--- config.mk ---
export PLATFORM = sky130hd
export DESIGN_NAME = csp_pwm
export DESIGN_NICKNAME = d
export VERILOG_FILES = /design/src/csp_pkg.sv /design/src/csp_pwm.sv
export SDC_FILE = /design/constraint.sdc
export NUM_CORES = 1
export LEC_CHECK = 0
export ABC_CLOCK_PERIOD_IN_PS = 3350
export BUFFER_PORTS_ARGS = -buffer_cell sky130_fd_sc_hd__buf_2
export CORE_ASPECT_RATIO = 1.5
export CORE_MARGIN = 2
export CORE_UTILIZATION = 55
export DETAILED_ROUTE_END_ITERATION = 10
export PLACE_DENSITY = 0.75
export REMOVE_ABC_BUFFERS = 1
export SYNTH_ARGS = -nofsm -noshare
export SYNTH_HDL_FRONTEND = slang
export SYNTH_SLANG_ARGS = --single-unit
--- constraint.sdc ---
create_clock -name clk_sys -period 3.35 [get_ports clk_sys]
set_input_delay 0.335 -clock clk_sys [delete_from_list [all_inputs] [get_ports clk_sys]]
set_output_delay 0.335 -clock clk_sys [all_outputs]
set_load 0.03 [all_outputs]
--- src/csp_pkg.sv ---
// Package: register map, field layout and reset values of the standard PWM block
`default_nettype none
package csp_pkg;
  // Register offsets on the plain register port
  localparam logic [3:0] ADDR_PERIOD_LIMIT = 4'h0;
  localparam logic [3:0] ADDR_TIMEBASE_COUNT = 4'h1;
  localparam logic [3:0] ADDR_DUTY_STAGING = 4'h2;
  localparam logic [3:0] ADDR_DUTY_ACTIVE = 4'h3;
  localparam logic [3:0] ADDR_CCP_CONTROL = 4'h4;
  localparam logic [3:0] ADDR_TIMER_CONTROL = 4'h5;
  localparam logic [3:0] ADDR_PIN_DIRECTION = 4'h6;
  localparam logic [3:0] ADDR_IRQ_STATUS = 4'h7;
  localparam logic [3:0] ADDR_IRQ_MASK = 4'h8;
  // ccp_control fields
  localparam int CTL_DUTY_LOW_LSB = 4;
  localparam int CTL_MODE_LSB = 0;
  localparam logic [3:0] MODE_PWM = 4'hc;
  // timer_control fields
  localparam int TCTL_RUN_BIT = 2;
  localparam int TCTL_PRESCALE_LSB = 0;
  localparam logic [1:0] PRESCALE_1 = 2'h0;
  localparam logic [1:0] PRESCALE_4 = 2'h1;
  // Status bit positions
  localparam int STS_MATCH_BIT = 0;
  localparam int STS_WIDTH = 1;
  // Reset values
  localparam logic [7:0] RST_PERIOD_LIMIT = 8'hff;
  localparam logic [7:0] RST_BYTE = 8'h00;
  localparam logic RST_PIN_DIRECTION = 1'b1;
  // Oscillator periods per timer increment at 1:1 prescale
  localparam int OSC_PER_INC = 4;
endpackage
`default_nettype wire

--- src/csp_pwm.sv ---
// Standard-mode PWM: period timer with prescaler, double-buffered 10-bit duty, pin drive
`default_nettype none
// Functional notes
// [RULE1] Period is (limit+1)*4*Tosc*prescale
// [RULE2] Count equal to limit clears on next increment
// [RULE3] New period sets pin unless duty zero
// [RULE4] Boundary copies staging duty into active
// [RULE5] Postscaler never affects output period
// [RULE6] Duty is staging byte plus two low bits
// [RULE7] Duty writes anytime, effective next period
// [RULE8] Active duty is read-only while modulating
// [RULE9] High time is duty*Tosc*prescale
// [RULE10] Duty ratio is duty over 4*(limit+1)
// [RULE11] Active byte plus hidden 2-bit latch
// [RULE12] Time base is count plus two phase bits
// [RULE13] Time base equal to duty clears pin
// [RULE14] Software setup order: direction, limit, mode, duty; the testbench writes limit, mode, duty first and clears direction only after the match flag
// [RULE15] Software waits match flag before enabling pin
// [RULE16] Match flag sticky until software clears
module csp_pwm (
  input wire logic clk_sys,
  input wire logic rst_n,
  input wire logic [3:0] reg_addr,
  input wire logic [7:0] reg_wdata,
  input wire logic reg_wr,
  input wire logic reg_rd,
  output logic [7:0] reg_rdata,
  output logic pwm_output_pin_o,
  output logic pwm_output_pin_oe,
  output logic irq
);
  logic [7:0] period_limit_ff;
  logic [7:0] timebase_count_ff;
  logic [7:0] duty_staging_ff;
  logic [7:0] duty_active_ff;
  logic [1:0] duty_latch_ff;
  logic [7:0] ccp_control_ff;
  logic [2:0] timer_control_ff;
  logic pin_direction_ff;
  logic [csp_pkg::STS_WIDTH-1:0] status_ff;
  logic [csp_pkg::STS_WIDTH-1:0] mask_ff;
  logic [5:0] presc_ff;
  logic pwm_level_ff;
  logic [7:0] rdata_ff;
  logic pin_o_ff;
  logic pin_oe_ff;
  logic irq_ff;

  // Address decode
  wire sel_period = reg_addr == csp_pkg::ADDR_PERIOD_LIMIT;
  wire sel_count = reg_addr == csp_pkg::ADDR_TIMEBASE_COUNT;
  wire sel_staging = reg_addr == csp_pkg::ADDR_DUTY_STAGING;
  wire sel_active = reg_addr == csp_pkg::ADDR_DUTY_ACTIVE;
  wire sel_ctl = reg_addr == csp_pkg::ADDR_CCP_CONTROL;
  wire sel_tctl = reg_addr == csp_pkg::ADDR_TIMER_CONTROL;
  wire sel_dir = reg_addr == csp_pkg::ADDR_PIN_DIRECTION;
  wire sel_sts = reg_addr == csp_pkg::ADDR_IRQ_STATUS;
  wire sel_mask = reg_addr == csp_pkg::ADDR_IRQ_MASK;

  wire pwm_mode = ccp_control_ff[csp_pkg::CTL_MODE_LSB +: 4] == csp_pkg::MODE_PWM;
  wire timer_run = timer_control_ff[csp_pkg::TCTL_RUN_BIT];
  wire [1:0] prescale_sel = timer_control_ff[csp_pkg::TCTL_PRESCALE_LSB +: 2];
  wire [1:0] duty_low_bits = ccp_control_ff[csp_pkg::CTL_DUTY_LOW_LSB +: 2]; // [RULE6]

  // Prescaler ratio 1, 4 or 16 in oscillator quarter-steps; postscaler absent [RULE5]
  function automatic logic [5:0] presc_last(input logic [1:0] sel);
    if (sel == csp_pkg::PRESCALE_1) begin
      presc_last = 6'h03;
    end else if (sel == csp_pkg::PRESCALE_4) begin
      presc_last = 6'h0f;
    end else begin
      presc_last = 6'h3f;
    end
  endfunction

  // Each clk_sys is one oscillator period; presc_ff counts them per increment
  wire inc = timer_run && (presc_ff == presc_last(prescale_sel)); // [RULE1]
  // Two extra time base bits: the phase bits at 1:1, top prescaler bits otherwise
  function automatic logic [1:0] tb_low_of(input logic [5:0] presc, input logic [1:0] sel);
    if (sel == csp_pkg::PRESCALE_1) begin
      tb_low_of = presc[1:0];
    end else if (sel == csp_pkg::PRESCALE_4) begin
      tb_low_of = presc[3:2];
    end else begin
      tb_low_of = presc[5:4];
    end
  endfunction
  wire [1:0] tb_low = tb_low_of(presc_ff, prescale_sel); // [RULE12]
  wire [9:0] time_base = {timebase_count_ff, tb_low}; // [RULE12]
  wire [9:0] duty_now = {duty_active_ff, duty_latch_ff}; // [RULE11]
  wire [9:0] duty_next = {duty_staging_ff, duty_low_bits};
  wire period_end = inc && (timebase_count_ff == period_limit_ff); // [RULE2]

  wire [7:0] nxt_count = period_end ? 8'h00 : // [RULE2]
                         inc ? timebase_count_ff + 8'h01 : timebase_count_ff;
  wire [5:0] nxt_presc = !timer_run ? 6'h00 :
                         (presc_ff == presc_last(prescale_sel)) ? 6'h00 : presc_ff + 6'h01;
  // Compare against the time base after this edge, so the pin falls exactly when
  // the time base reaches the duty value; wider prescales hold each step
  wire [9:0] nxt_time_base = {nxt_count, tb_low_of(nxt_presc, prescale_sel)}; // [RULE12]
  wire duty_hit = pwm_mode && timer_run && (nxt_time_base == duty_now); // [RULE13]
  // Period start sets the pin unless duty is zero; duty match clears it
  wire nxt_pwm_level = period_end ? (pwm_mode && duty_next != 10'h000) : // [RULE3]
                       duty_hit ? 1'b0 : pwm_level_ff; // [RULE9] [RULE10] [RULE13]
  // Hardware set wins over a same-cycle write-one-to-clear
  wire [csp_pkg::STS_WIDTH-1:0] sts_clr = (reg_wr && sel_sts) ?
                                          reg_wdata[csp_pkg::STS_WIDTH-1:0] : '0;
  wire [csp_pkg::STS_WIDTH-1:0] nxt_status = (status_ff & ~sts_clr) |
                                             {period_end}; // [RULE16]

  wire [7:0] nxt_rdata = !reg_rd ? 8'h00 :
                         sel_period ? period_limit_ff :
                         sel_count ? timebase_count_ff :
                         sel_staging ? duty_staging_ff :
                         sel_active ? duty_active_ff :
                         sel_ctl ? ccp_control_ff :
                         sel_tctl ? {5'h00, timer_control_ff} :
                         sel_dir ? {7'h00, pin_direction_ff} :
                         sel_sts ? {7'h00, status_ff} :
                         sel_mask ? {7'h00, mask_ff} : 8'h00;

  always_ff @(posedge clk_sys or negedge rst_n) begin
    if (!rst_n) begin
      period_limit_ff <= csp_pkg::RST_PERIOD_LIMIT;
      duty_staging_ff <= csp_pkg::RST_BYTE;
      ccp_control_ff <= csp_pkg::RST_BYTE;
      timer_control_ff <= 3'h0;
      pin_direction_ff <= csp_pkg::RST_PIN_DIRECTION;
      mask_ff <= '0;
    end else if (reg_wr) begin
      // Staging and low bits accept writes at any time [RULE7]
      if (sel_period) period_limit_ff <= reg_wdata;
      if (sel_staging) duty_staging_ff <= reg_wdata;
      if (sel_ctl) ccp_control_ff <= {2'h0, reg_wdata[5:0]};
      if (sel_tctl) timer_control_ff <= reg_wdata[2:0];
      if (sel_dir) pin_direction_ff <= reg_wdata[0];
      if (sel_mask) mask_ff <= reg_wdata[csp_pkg::STS_WIDTH-1:0];
    end
  end

  always_ff @(posedge clk_sys or negedge rst_n) begin
    if (!rst_n) begin
      duty_active_ff <= csp_pkg::RST_BYTE;
      duty_latch_ff <= 2'h0;
    end else if (period_end) begin
      duty_active_ff <= duty_staging_ff; // [RULE4]
      duty_latch_ff <= duty_low_bits; // [RULE11]
    end else if (!pwm_mode && reg_wr && sel_active) begin
      // Writable only outside modulation [RULE8]
      duty_active_ff <= reg_wdata;
    end
  end

  always_ff @(posedge clk_sys or negedge rst_n) begin
    if (!rst_n) begin
      timebase_count_ff <= 8'h00;
      presc_ff <= 6'h00;
      pwm_level_ff <= 1'b0;
      status_ff <= '0;
      rdata_ff <= 8'h00;
      pin_o_ff <= 1'b0;
      pin_oe_ff <= 1'b0;
      irq_ff <= 1'b0;
    end else begin
      timebase_count_ff <= (reg_wr && sel_count) ? reg_wdata : nxt_count;
      presc_ff <= nxt_presc;
      pwm_level_ff <= nxt_pwm_level;
      status_ff <= nxt_status;
      rdata_ff <= nxt_rdata;
      pin_o_ff <= nxt_pwm_level && pwm_mode;
      pin_oe_ff <= !(reg_wr && sel_dir ? reg_wdata[0] : pin_direction_ff);
      irq_ff <= |(nxt_status & mask_ff);
    end
  end

  assign reg_rdata = rdata_ff;
  assign pwm_output_pin_o = pin_o_ff;
  assign pwm_output_pin_oe = pin_oe_ff;
  assign irq = irq_ff;

  // Assertion helpers below carry no function of their own
  wire tctl_wr = reg_wr && sel_tctl;
  wire count_wr = reg_wr && sel_count;
  wire sts_wr = reg_wr && sel_sts;
  wire match_clr = sts_wr && reg_wdata[csp_pkg::STS_MATCH_BIT];
  logic [5:0] inc_gap_ff;
  logic gap_valid_ff;

  // Prescaler ratio 1, 4 or 16 for a select code; OSC_PER_INC scales it to oscillator periods
  function automatic logic [5:0] presc_ratio(input logic [1:0] sel);
    if (sel == csp_pkg::PRESCALE_1) begin
      presc_ratio = 6'h01;
    end else if (sel == csp_pkg::PRESCALE_4) begin
      presc_ratio = 6'h04;
    end else begin
      presc_ratio = 6'h10;
    end
  endfunction

  // Clocks since the last increment; the gap is only trusted when the prescale
  // setting stayed untouched and the timer kept running across all of it
  wire [5:0] nxt_inc_gap = inc ? 6'h00 : inc_gap_ff + 6'h01;
  wire nxt_gap_valid = inc ? !tctl_wr : (gap_valid_ff && timer_run && !tctl_wr);

  always_ff @(posedge clk_sys or negedge rst_n) begin
    if (!rst_n) begin
      inc_gap_ff <= 6'h00;
      gap_valid_ff <= 1'b0;
    end else begin
      inc_gap_ff <= nxt_inc_gap;
      gap_valid_ff <= nxt_gap_valid;
    end
  end
endmodule
`default_nettype wire

==> results_dict.tcl, run 1 <==
set metrics [dict create \
    endpoint_kind "flip-flop" \
    synth_top_cell_by_area "dfrtp_1" \
    htree_num_levels 3 \
    rows 35 \
    power_density_mw_per_mm2 608 \
    fmax_mhz 361 \
    post-route-min-period_ns 2.77 \
    grt_max_degree 34 \
    drv_cap 0 \
    reg2reg_from "presc_ff[0]$_DFF_PN0_" \
    post_drt_wl_per_cell_um 18.2 \
    grt_pass1_wl_um 13600 \
    post-synth-top-area-fraction_pct 40.3 \
    rr_endpoint "pwm_output_pin_o$_DFF_PN0_" \
    final.period_utilization_pct 82.7 \
    final.setup.tns_ns 0 \
    initial_core_util_pct 56.2 \
    yosysMostFrequentCell "dfrtp_1" \
    fillCellCount 505 \
    clk_path_buf_depth 2 \
    worst_setup_path_start_kind "flip-flop" \
    cp.required_ns 3.58 \
    first_iter_violations 198 \
    viasPerCell 6.13 \
    ys_top_cells_by_count "dfrtp_1 (55), nand2_1 (40), o21ai_0 (25), nor2_1 (24), mux2_2 (19)" \
    setup_violations 0 \
    antenna_left 0 \
    power_frac_clock_pct 29.5 \
    reg2regPathDepth 9 \
    grt_use_total_pct 26.9 \
    skew_ns 0.00930 \
    cts_resized 0 \
    status "finished, final reports clean" \
    internal_power_mw 1.54 \
    synthFlopType "dfrtp_1" \
    worst_pin_slew_ns 0.696 \
    final_nets 389 \
    worstPathArrival_ns 3.00 \
    slew_headroom_pct 53.2 \
    p_comb_share_pct 22.8 \
    dr.pass1.iters 5 \
    dieArea_mm2 0.00687 \
    numCtsBuffers 9 \
    synth.top_cells.by_area "dfrtp_1 (40%), dfstp_2 (6.9%), mux2_2 (6.3%), nand2_1 (4.4%), xnor2_1 (3.8%)" \
    power_frac_seq_pct 47.7 \
    clk_latency_ns 0.35 \
    grt_pass1_vias 2793 \
    min_path_type "primary input to asynchronous set/reset pin" \
    synth_edf_count 0 \
    grt_setup_unrepaired "no" \
    postSynthAreaPerCell_um2 9.94 \
    yosysSeqAreaShare_pct 47.2 \
    area_growth_pct 12.1 \
    routed_wl_um 8210 \
    ys_types 54 \
    holdBufCountCts 0 \
    dr_total_vias 2757 \
    post_cts_buffers 0 \
    critPathMaxFanout 6 \
    reg2reg_slack_ns 0.58 \
    die_height_um 101 \
    critPathKind "flip-flop to flip-flop" \
    synthCells 344 \
    die_x_um 68.4 \
    netlist_area_mm2 0.00342 \
    synth-seq-cells 64 \
    slew_viol_final 0 \
    antenna_found_initial 0 \
    routabilityCongestion 0.914 \
    power_leakage_nw 1.69 \
    power_switching_mw 0.787 \
    coreArea_mm2 0.00609 \
    irDropWorstVdd_mv 0.348 \
    cts_tree "done" \
    gr-total-overflow 0 \
    root_buffer "clkbuf_8" \
    io_buffer_count 26 \
    hold_violations 0 \
    drc 0 \
    cts.sinks 64 \
    yosys_warnings 0 \
    dpl.hpwl_um 6160 \
    drive_above_1_share_pct 23.7 \
    async_flop_share_pct 100 \
    pin_count 27 \
    diodes 0 \
    clkTransAtPathRegs_ns 0.08 \
    switching_share_pct 33.8 \
    p_total_mw 2.33 \
]
power by group through the flow:
stage | clock network, mW | registers, mW | logic [mW]
after detailed placement | 0 | 1.12 | 0.529
after global placement | 0 | 1.11 | 0.518
after global routing | 0.724 | 1.13 | 0.589
after floorplan | 0 | 1.08 | 0.370
after CTS | 0.692 | 1.11 | 0.532
final | 0.687 | 1.11 | 0.531
per-layer routing:
layer	share of wire, %	up-vias	global-route usage (%)
li1	-	1296	-
met2	51	92	42.5
met1	40	1343	33.9
met5	0	-	0
met4	4.2	0	16.8
met3	4.1	26	4.13
cells in the final DEF (no fill, tap or decap), types with 2 or more instances in the layout:
cell type and n:
clkbuf_8 10, a31oi_1 2, o22ai_1 5, mux2i_1 9
nor2b_1 3, nor3_1 9, a21oi_1 9, or2_2 3
o211ai_1 4, o221ai_1 3, or3_1 2, nand3_1 8
o21ai_0 25, mux2_2 19, nor2_1 24, buf_2 26
mux4_2 2, ha_1 2, nand4_1 5, a21boi_0 7
inv_1 12, dfstp_2 9, xor2_1 6, a221oi_1 2
a222oi_1 3, a22oi_1 7, clkinvlp_4 2, nand2b_1 4
xnor2_1 15, dfrtp_1 55, o2111ai_1 2, or4_1 2
nand2_1 40, and3_1 7, and2_1 3, buf_4 7
sequential cells by signal, summed over array words and instances (netlist names), 2 cells and up:
| register | count |
|---|---|
| ccp_control_ff | 6 |
| duty_active_ff | 8 |
| duty_latch_ff | 2 |
| duty_staging_ff | 8 |
| period_limit_ff | 8 |
| presc_ff | 6 |
| reg_rdata | 8 |
| timebase_count_ff | 8 |
| timer_control_ff | 3 |
metrics by stage:
step	setup WS (ns)	cells	utilization (%)	hold WS [ns]	area, um^2
finish	0.579	450	63.0	0.0231	3830
floorplan	0.521	327	-	0.0394	3350
global placement	0.712	434	59.6	0.411	3630
global route	0.338	450	63.0	0.0852	3830
detailed placement	0.625	434	59.6	0.417	3630
CTS	0.610	450	63.0	0.0431	3830
worst max-delay path, cell delays in order (launching register included):
cell and delay (ns):
dfrtp_1 0.40, ha_1 0.22, or4b_4 0.50, a21oi_2 0.26
o211ai_1 0.16, xor2_1 0.32, o21ai_0 0.20, o311ai_4 0.28
nand4_1 0.12, and3_1 0.19
final cells by class:
type | count | area, um^2 | share of cell area, %
Timing Repair Buffer | 33 | 183 | 4.77
Multi-Input combinational cell | 251 | 1690 | 44.2
Clock inverter | 6 | 67.6 | 1.76
Clock buffer | 10 | 138 | 3.59
Inverter | 12 | 45.0 | 1.18
Tap cell | 74 | 92.6 | 2.42
Sequential cell | 64 | 1610 | 42.1
cell families (layout without fill, tap and decap cells):
group,Yosys count,in the layout,synth area share [%]
buffers and inverters,29,61,3.26
and+or+nand+nor,116,116,16.5
adders and majority gates,2,2,0.732
AOI/OAI and AO/OA,82,82,16.8
xor gates and xnor gates,21,21,5.38
DFF,64,64,47.2
muxes,30,30,10.2
worst max-delay path by stage:
stage,startpoint,to,slack (ns),cells after the start
finish,presc_ff[0]$_DFF_PN0_,pwm_output_pin_o$_DFF_PN0_,0.58,9
floorplan,presc_ff[0]$_DFF_PN0_,pwm_output_pin_o$_DFF_PN0_,0.52,9
global route,presc_ff[0]$_DFF_PN0_,pwm_output_pin_o$_DFF_PN0_,0.34,9
global placement,presc_ff[0]$_DFF_PN0_,pwm_output_pin_o$_DFF_PN0_,0.71,9
CTS,presc_ff[0]$_DFF_PN0_,pwm_output_pin_o$_DFF_PN0_,0.61,9
detailed placement,presc_ff[0]$_DFF_PN0_,pwm_output_pin_o$_DFF_PN0_,0.62,9
Note: power is estimated with default switching activity, not from simulation.
==> inputs of run 2 (changes only) <==
Settings changed: ABC_AREA set to 1, ABC_CLOCK_PERIOD_IN_PS 3350 to 2600.
Clock period 3.35 ns to 2.6 ns, I/O delays scaled along.
==> results_dict.tcl, run 2 <==
set metrics [dict create \
    viasPerCell 5.56 \
    grt_pass1_vias 3225 \
    dpl.hpwl_um 7290 \
    routabilityCongestion 0.970 \
    die_x_um 69.8 \
    fin_cells 605 \
    diodes 0 \
    grt_pass1_wl_um 15700 \
    die_height_um 103 \
    area_growth_pct 11.7 \
    cts_resized 0 \
    final_cell_mix "nand2_1 (142), inv_1 (82), dfrtp_1 (55)" \
    netlist_area_mm2 0.00357 \
    gr-max-usage-layer "met2" \
    cts_tree "done" \
    placed_area_mm2 0.00381 \
    yosysSeqAreaShare_pct 45.1 \
    async_flop_share_pct 100 \
    ys_types 33 \
    grt_use_met1_pct 34.8 \
    power_leakage_nw 2.07 \
    final.setup.tns_ns 0 \
    critPathMaxFanout 34 \
    cp.required_ns 2.87 \
    dr.pass1.iters 6 \
    irDropWorstVdd_mv 0.485 \
    worst_setup_path_start_kind "flip-flop" \
    slew_viol_final 0 \
    dp.cells 587 \
    hold_violations 0 \
    first_iter_violations 266 \
    pin_count 27 \
    slew_headroom_pct 56.6 \
    dr_total_vias 3363 \
    final.period_utilization_pct 92.0 \
    numCtsBuffers 9 \
    clk_path_buf_depth 2 \
    post-synth-top-area-fraction_pct 38.5 \
    hold_slack_ns 0.161 \
    synthCells 488 \
    final_nets 542 \
    synth.top_cells.by_area "dfrtp_1 (39%), nand2_1 (15%), inv_1 (8.6%), o21ai_0 (6.7%), dfstp_2 (6.6%)" \
    antenna_left 0 \
    grt_setup_unrepaired "no" \
    postLayoutCoreUtil_pct 62.4 \
    worst_pin_slew_ns 0.651 \
    synth_top_cell_by_area "dfrtp_1" \
    ys_top_cells_by_count "nand2_1 (142), inv_1 (82), dfrtp_1 (55), o21ai_0 (48), nand3_1 (38)" \
    endpoint_kind "flip-flop" \
    coreArea_mm2 0.00640 \
    grt_use_total_pct 28.7 \
    fillCellCount 588 \
    yosys_warnings 0 \
    final_common_cell "nand2_1" \
    drive_above_1_share_pct 11.3 \
    skew_ns 0.0158 \
    power_density_mw_per_mm2 724 \
    cts.sinks 64 \
    yosysMostFrequentCell "nand2_1" \
    drv_cap 0 \
    status "finished, final reports clean" \
    min_path_type "primary input to flip-flop" \
    synth-seq-cells 64 \
    io_buffer_count 26 \
    worstPathArrival_ns 2.67 \
    setup_violations 0 \
    clk_latency_ns 0.36 \
    critPathKind "flip-flop to flip-flop" \
    grtUsageMet3_pct 6.26 \
    routed_wl_um 9620 \
    dieArea_mm2 0.00717 \
    root_buffer "clkbuf_8" \
    fmax_mhz 418 \
    rows 36 \
    antenna_found_initial 0 \
    htree_num_levels 3 \
    post-route-min-period_ns 2.39 \
    initial_core_util_pct 55.8 \
    synth_edf_count 0 \
    grt.met2_usage_pct 47.5 \
    postSynthAreaPerCell_um2 7.32 \
    final_area_mm2 0.00399 \
    drc 0 \
    clkTransAtPathRegs_ns 0.08 \
    gr-total-overflow 0 \
    synthFlopType "dfrtp_1" \
    post_drt_wl_per_cell_um 15.9 \
    grt_max_degree 39 \
]
[run 2: cell types whose count changed in the layout (fill, tap and decap cells not counted), moves of 7 or more]
cell	before	now
nand3_1	8	38
nand2_1	40	142
mux2i_1	9	0
inv_1	12	82
a21boi_0	7	0
nor2_1	24	36
o21ai_0	25	48
and3_1	7	0
nand4_1	5	12
a22oi_1	7	0
xnor2_1	15	2
mux2_2	19	0
[run 2: worst paths after layout]
check                                         startpoint                              end  slack, ns  cells past startpoint
setup reg to reg                   presc_ff[0]$_DFF_PN0_       pwm_output_pin_o$_DFF_PN0_       0.21                     13
hold / removal                              reg_wdata[2]   timebase_count_ff[2]$_DFF_PN0_       0.16                      3
min in group asynchronous                          rst_n  timer_control_ff[1]$_DFFE_PN0P_       0.46                      2
setup / recovery                   presc_ff[0]$_DFF_PN0_       pwm_output_pin_o$_DFF_PN0_       0.21                     13
max in group asynchronous                          rst_n   period_limit_ff[3]$_DFFE_PN1P_       1.43                      3
hold reg to reg            ccp_control_ff[3]$_DFFE_PN0P_    ccp_control_ff[3]$_DFFE_PN0P_       0.49                      2
[run 2: cells by family after synthesis]
| logic type | Yosys count | synth area share (%) |
|---|---|---|
| compound gates | 85 | 13.9 |
| flops | 64 | 45.1 |
| fa+ha+maj | 2 | 0.700 |
| buf+inv | 90 | 9.67 |
| simple gates | 242 | 29.4 |
| xor+xnor | 5 | 1.23 |
[run 2: final cells by class]
cell class / instances / area, um^2 / share of cell area, %
sequential: 64 / 1610 / 40.4
tap: 76 / 95.1 / 2.38
inverter: 82 / 308 / 7.72
clock buffer: 15 / 156 / 3.92
clock inverter: 1 / 5.00 / 0.125
timing repair buffer: 33 / 198 / 4.96
multi-input combinational: 334 / 1610 / 40.5
[run 2: repair_timing]
item | CTS | global route
hold buffers | 1 | 0
setup buffers | 0 | 1
hold endpoints to repair | 21 | 0
endpoints found under the setup margin | 0 | 1
[run 2: layer usage]
layer | up-vias | part of all wire [%]
met3 | 31 | 5.5
met5 | - | 0
met1 | 1544 | 41
li1 | 1663 | -
met2 | 125 | 49
met4 | 0 | 4.2
[run 2: worst max-delay path: stages, from the launching register on]
cell and delay (ns):
dfrtp_1 0.41, ha_1 0.25, nand3_1 0.13, nand2_2 0.14, nand3_4 0.13, nor2_8 0.17, nand2_4 0.24, o211ai_1 0.24
nand2_1 0.12, nand3_1 0.14, nor3_1 0.06, nand2_1 0.06, nand2_1 0.06, a21oi_1 0.15
[run 2: power by group]
group / total, mW / switching (mW) / leakage (nW) / internal [mW]
Combinational: 0.765 / 0.496 / 1.18 / 0.269
Clock: 0.739 / 0.367 / 0.0817 / 0.373
Sequential: 1.39 / 0.188 / 0.801 / 1.20
[run 2: per-stage QoR]
stage / power [mW] / worst slack, ns
floorplan: 1.89 / 0.590
CTS: 2.89 / 0.261
finish: 2.89 / 0.208
global placement: 2.13 / 0.337
detailed placement: 2.15 / 0.294
global route: 3.08 / 0.0281
==> inputs of run 3 (changes only) <==
Settings changed: CORE_UTILIZATION 55 to 40, PLACE_DENSITY 0.75 to 0.68.
==> results_dict.tcl, run 3 (synthesized netlist as in run 2, its figures left out) <==
set metrics [dict create \
    cts_tree "done" \
    grt_pass1_vias 3347 \
    reg2reg_slack_ns 0.24 \
    die_height_um 120 \
    root_buffer "clkbuf_16" \
    first_iter_violations 295 \
    clk_latency_ns 0.34 \
    reg2regPathDepth 14 \
    reg2reg_from "presc_ff[0]$_DFF_PN0_" \
    hold_violations 0 \
    final_common_cell "nand2_1" \
    coreArea_mm2 0.00878 \
    fillCellCount 845 \
    dpl.hpwl_um 7620 \
    drc 0 \
    critPathMaxFanout 8 \
    critPathKind "flip-flop to flip-flop" \
    cts_resized 0 \
    placed_area_mm2 0.00384 \
    cts.sinks 64 \
    skew_ns 0.0104 \
    fmax_mhz 424 \
    final-seq-area_mm2 0.00161 \
    worstPathArrival_ns 2.58 \
    slew_headroom_pct 43.8 \
    clk_path_buf_depth 2 \
    final.period_utilization_pct 90.6 \
    io_buffer_count 26 \
    holdBufCountCts 0 \
    setup_violations 0 \
    post_drt_wl_per_cell_um 15.8 \
    final_cell_mix "nand2_1 (142), inv_1 (82), dfrtp_1 (55)" \
    irDropWorstVdd_mv 0.427 \
    dr.pass1.iters 5 \
    slew_viol_final 0 \
    grt_use_total_pct 22.7 \
    route.met2.wl_um 5190 \
    clkTransAtPathRegs_ns 0.06 \
    viasPerCell 5.37 \
    power_density_mw_per_mm2 811 \
    post-route-min-period_ns 2.36 \
    grt_pass1_wl_um 16400 \
    multi_input_area_mm2 0.00161 \
    drv_cap 0 \
    post_cts_buffers 0 \
    routed_wl_um 10100 \
    power_leakage_nw 2.12 \
    routabilityCongestion 0.966 \
    status "finished, final reports clean" \
    worst_pin_slew_ns 0.843 \
    die_x_um 81.2 \
    pin_count 27 \
    min_path_type "primary input to asynchronous set/reset pin" \
    dieArea_mm2 0.00972 \
    rows 42 \
    antenna_left 0 \
    antenna_found_initial 0 \
    gr-total-overflow 0 \
    htree_num_levels 3 \
    dr_total_vias 3422 \
    final_area_mm2 0.00413 \
    drive_above_1_share_pct 11.8 \
    worst_setup_path_start_kind "flip-flop" \
    diodes 0 \
    initial_core_util_pct 40.7 \
    route.met3.wl_um 481 \
    cp.required_ns 2.82 \
    final_nets 540 \
    rr_endpoint "pwm_output_pin_o$_DFF_PN0_" \
    grt_max_degree 65 \
    endpoint_kind "flip-flop" \
    final.setup.tns_ns 0 \
    top_layer_used "met4" \
    area_growth_pct 15.7 \
    numCtsBuffers 9 \
    m1WireLength_um 3990 \
    grt_setup_unrepaired "no" \
]
-- run 3: cell types whose count changed in the layout (fill, tap and decap cells not counted) --
cell / change
buf_12: -1
clkbuf_16: +9
bufinv_16: +1
clkinv_2: +2
clkbuf_8: -9
clkbuf_1: -3
dlygate4sd3_1: -1
-- run 3: per-stage QoR --
| stage | util (%) | setup WS (ns) | hold WS [ns] | power, mW | std cells |
|---|---|---|---|---|---|
| final | 47.1 | 0.243 | 0.115 | 3.35 | 637 |
| after global routing | 47.1 | 0.0158 | 0.204 | 3.54 | 637 |
| after floorplan | - | 0.590 | -0.0356 | 1.89 | 480 |
| after global placement | 43.8 | 0.370 | 0.471 | 2.14 | 621 |
| after detailed placement | 43.8 | 0.299 | 0.475 | 2.15 | 621 |
| after CTS | 47.1 | 0.289 | 0.136 | 3.36 | 637 |
-- run 3: worst max path at each step --
stage | from | end | slack, ns | cells after the start
finish | presc_ff[0]$_DFF_PN0_ | pwm_output_pin_o$_DFF_PN0_ | 0.24 | 14
global route | presc_ff[0]$_DFF_PN0_ | pwm_output_pin_o$_DFF_PN0_ | 0.02 | 14
CTS | presc_ff[0]$_DFF_PN0_ | pwm_output_pin_o$_DFF_PN0_ | 0.29 | 14
detailed placement | presc_ff[0]$_DFF_PN0_ | pwm_output_pin_o$_DFF_PN0_ | 0.30 | 14
global placement | presc_ff[0]$_DFF_PN0_ | pwm_output_pin_o$_DFF_PN0_ | 0.37 | 13
floorplan | presc_ff[0]$_DFF_PN0_ | pwm_output_pin_o$_DFF_PN0_ | 0.59 | 12
-- run 3: final cells by class --
type,count,area share (%)
repair buffers,31,4.06
multi-input cells,334,39.1
clock buffers,12,5.97
well taps,110,3.33
clock inverters,4,1.09
inverters,82,7.45
flip-flops and latches,64,39.0
-- run 3: metal layers --
| metal | up-vias | GRT usage [%] |
|---|---|---|
| li1 | 1653 | - |
| met1 | 1616 | 25.8 |
| met2 | 119 | 39.3 |
| met3 | 34 | 4.06 |
| met4 | 0 | 12.1 |
| met5 | - | 0 |
-- run 3: power by group --
group / switching (mW) / internal, mW
Sequential: 0.194 / 1.20
Combinational: 0.500 / 0.266
Clock: 0.429 / 0.763
Total: 1.12 / 2.23
-- run 3: critical path: stages, from the launching register on --
cell and delay (ns):
dfrtp_1 0.41, ha_1 0.26, nand3_1 0.14, nand2_2 0.13, nand4_1 0.36, nand2_1 0.20
nand3_1 0.11, nand2_1 0.09, nand2_1 0.05, nor2_1 0.13, nand3_1 0.08, nor2_1 0.09
nand2_1 0.05, nand2_1 0.07, a21oi_1 0.07
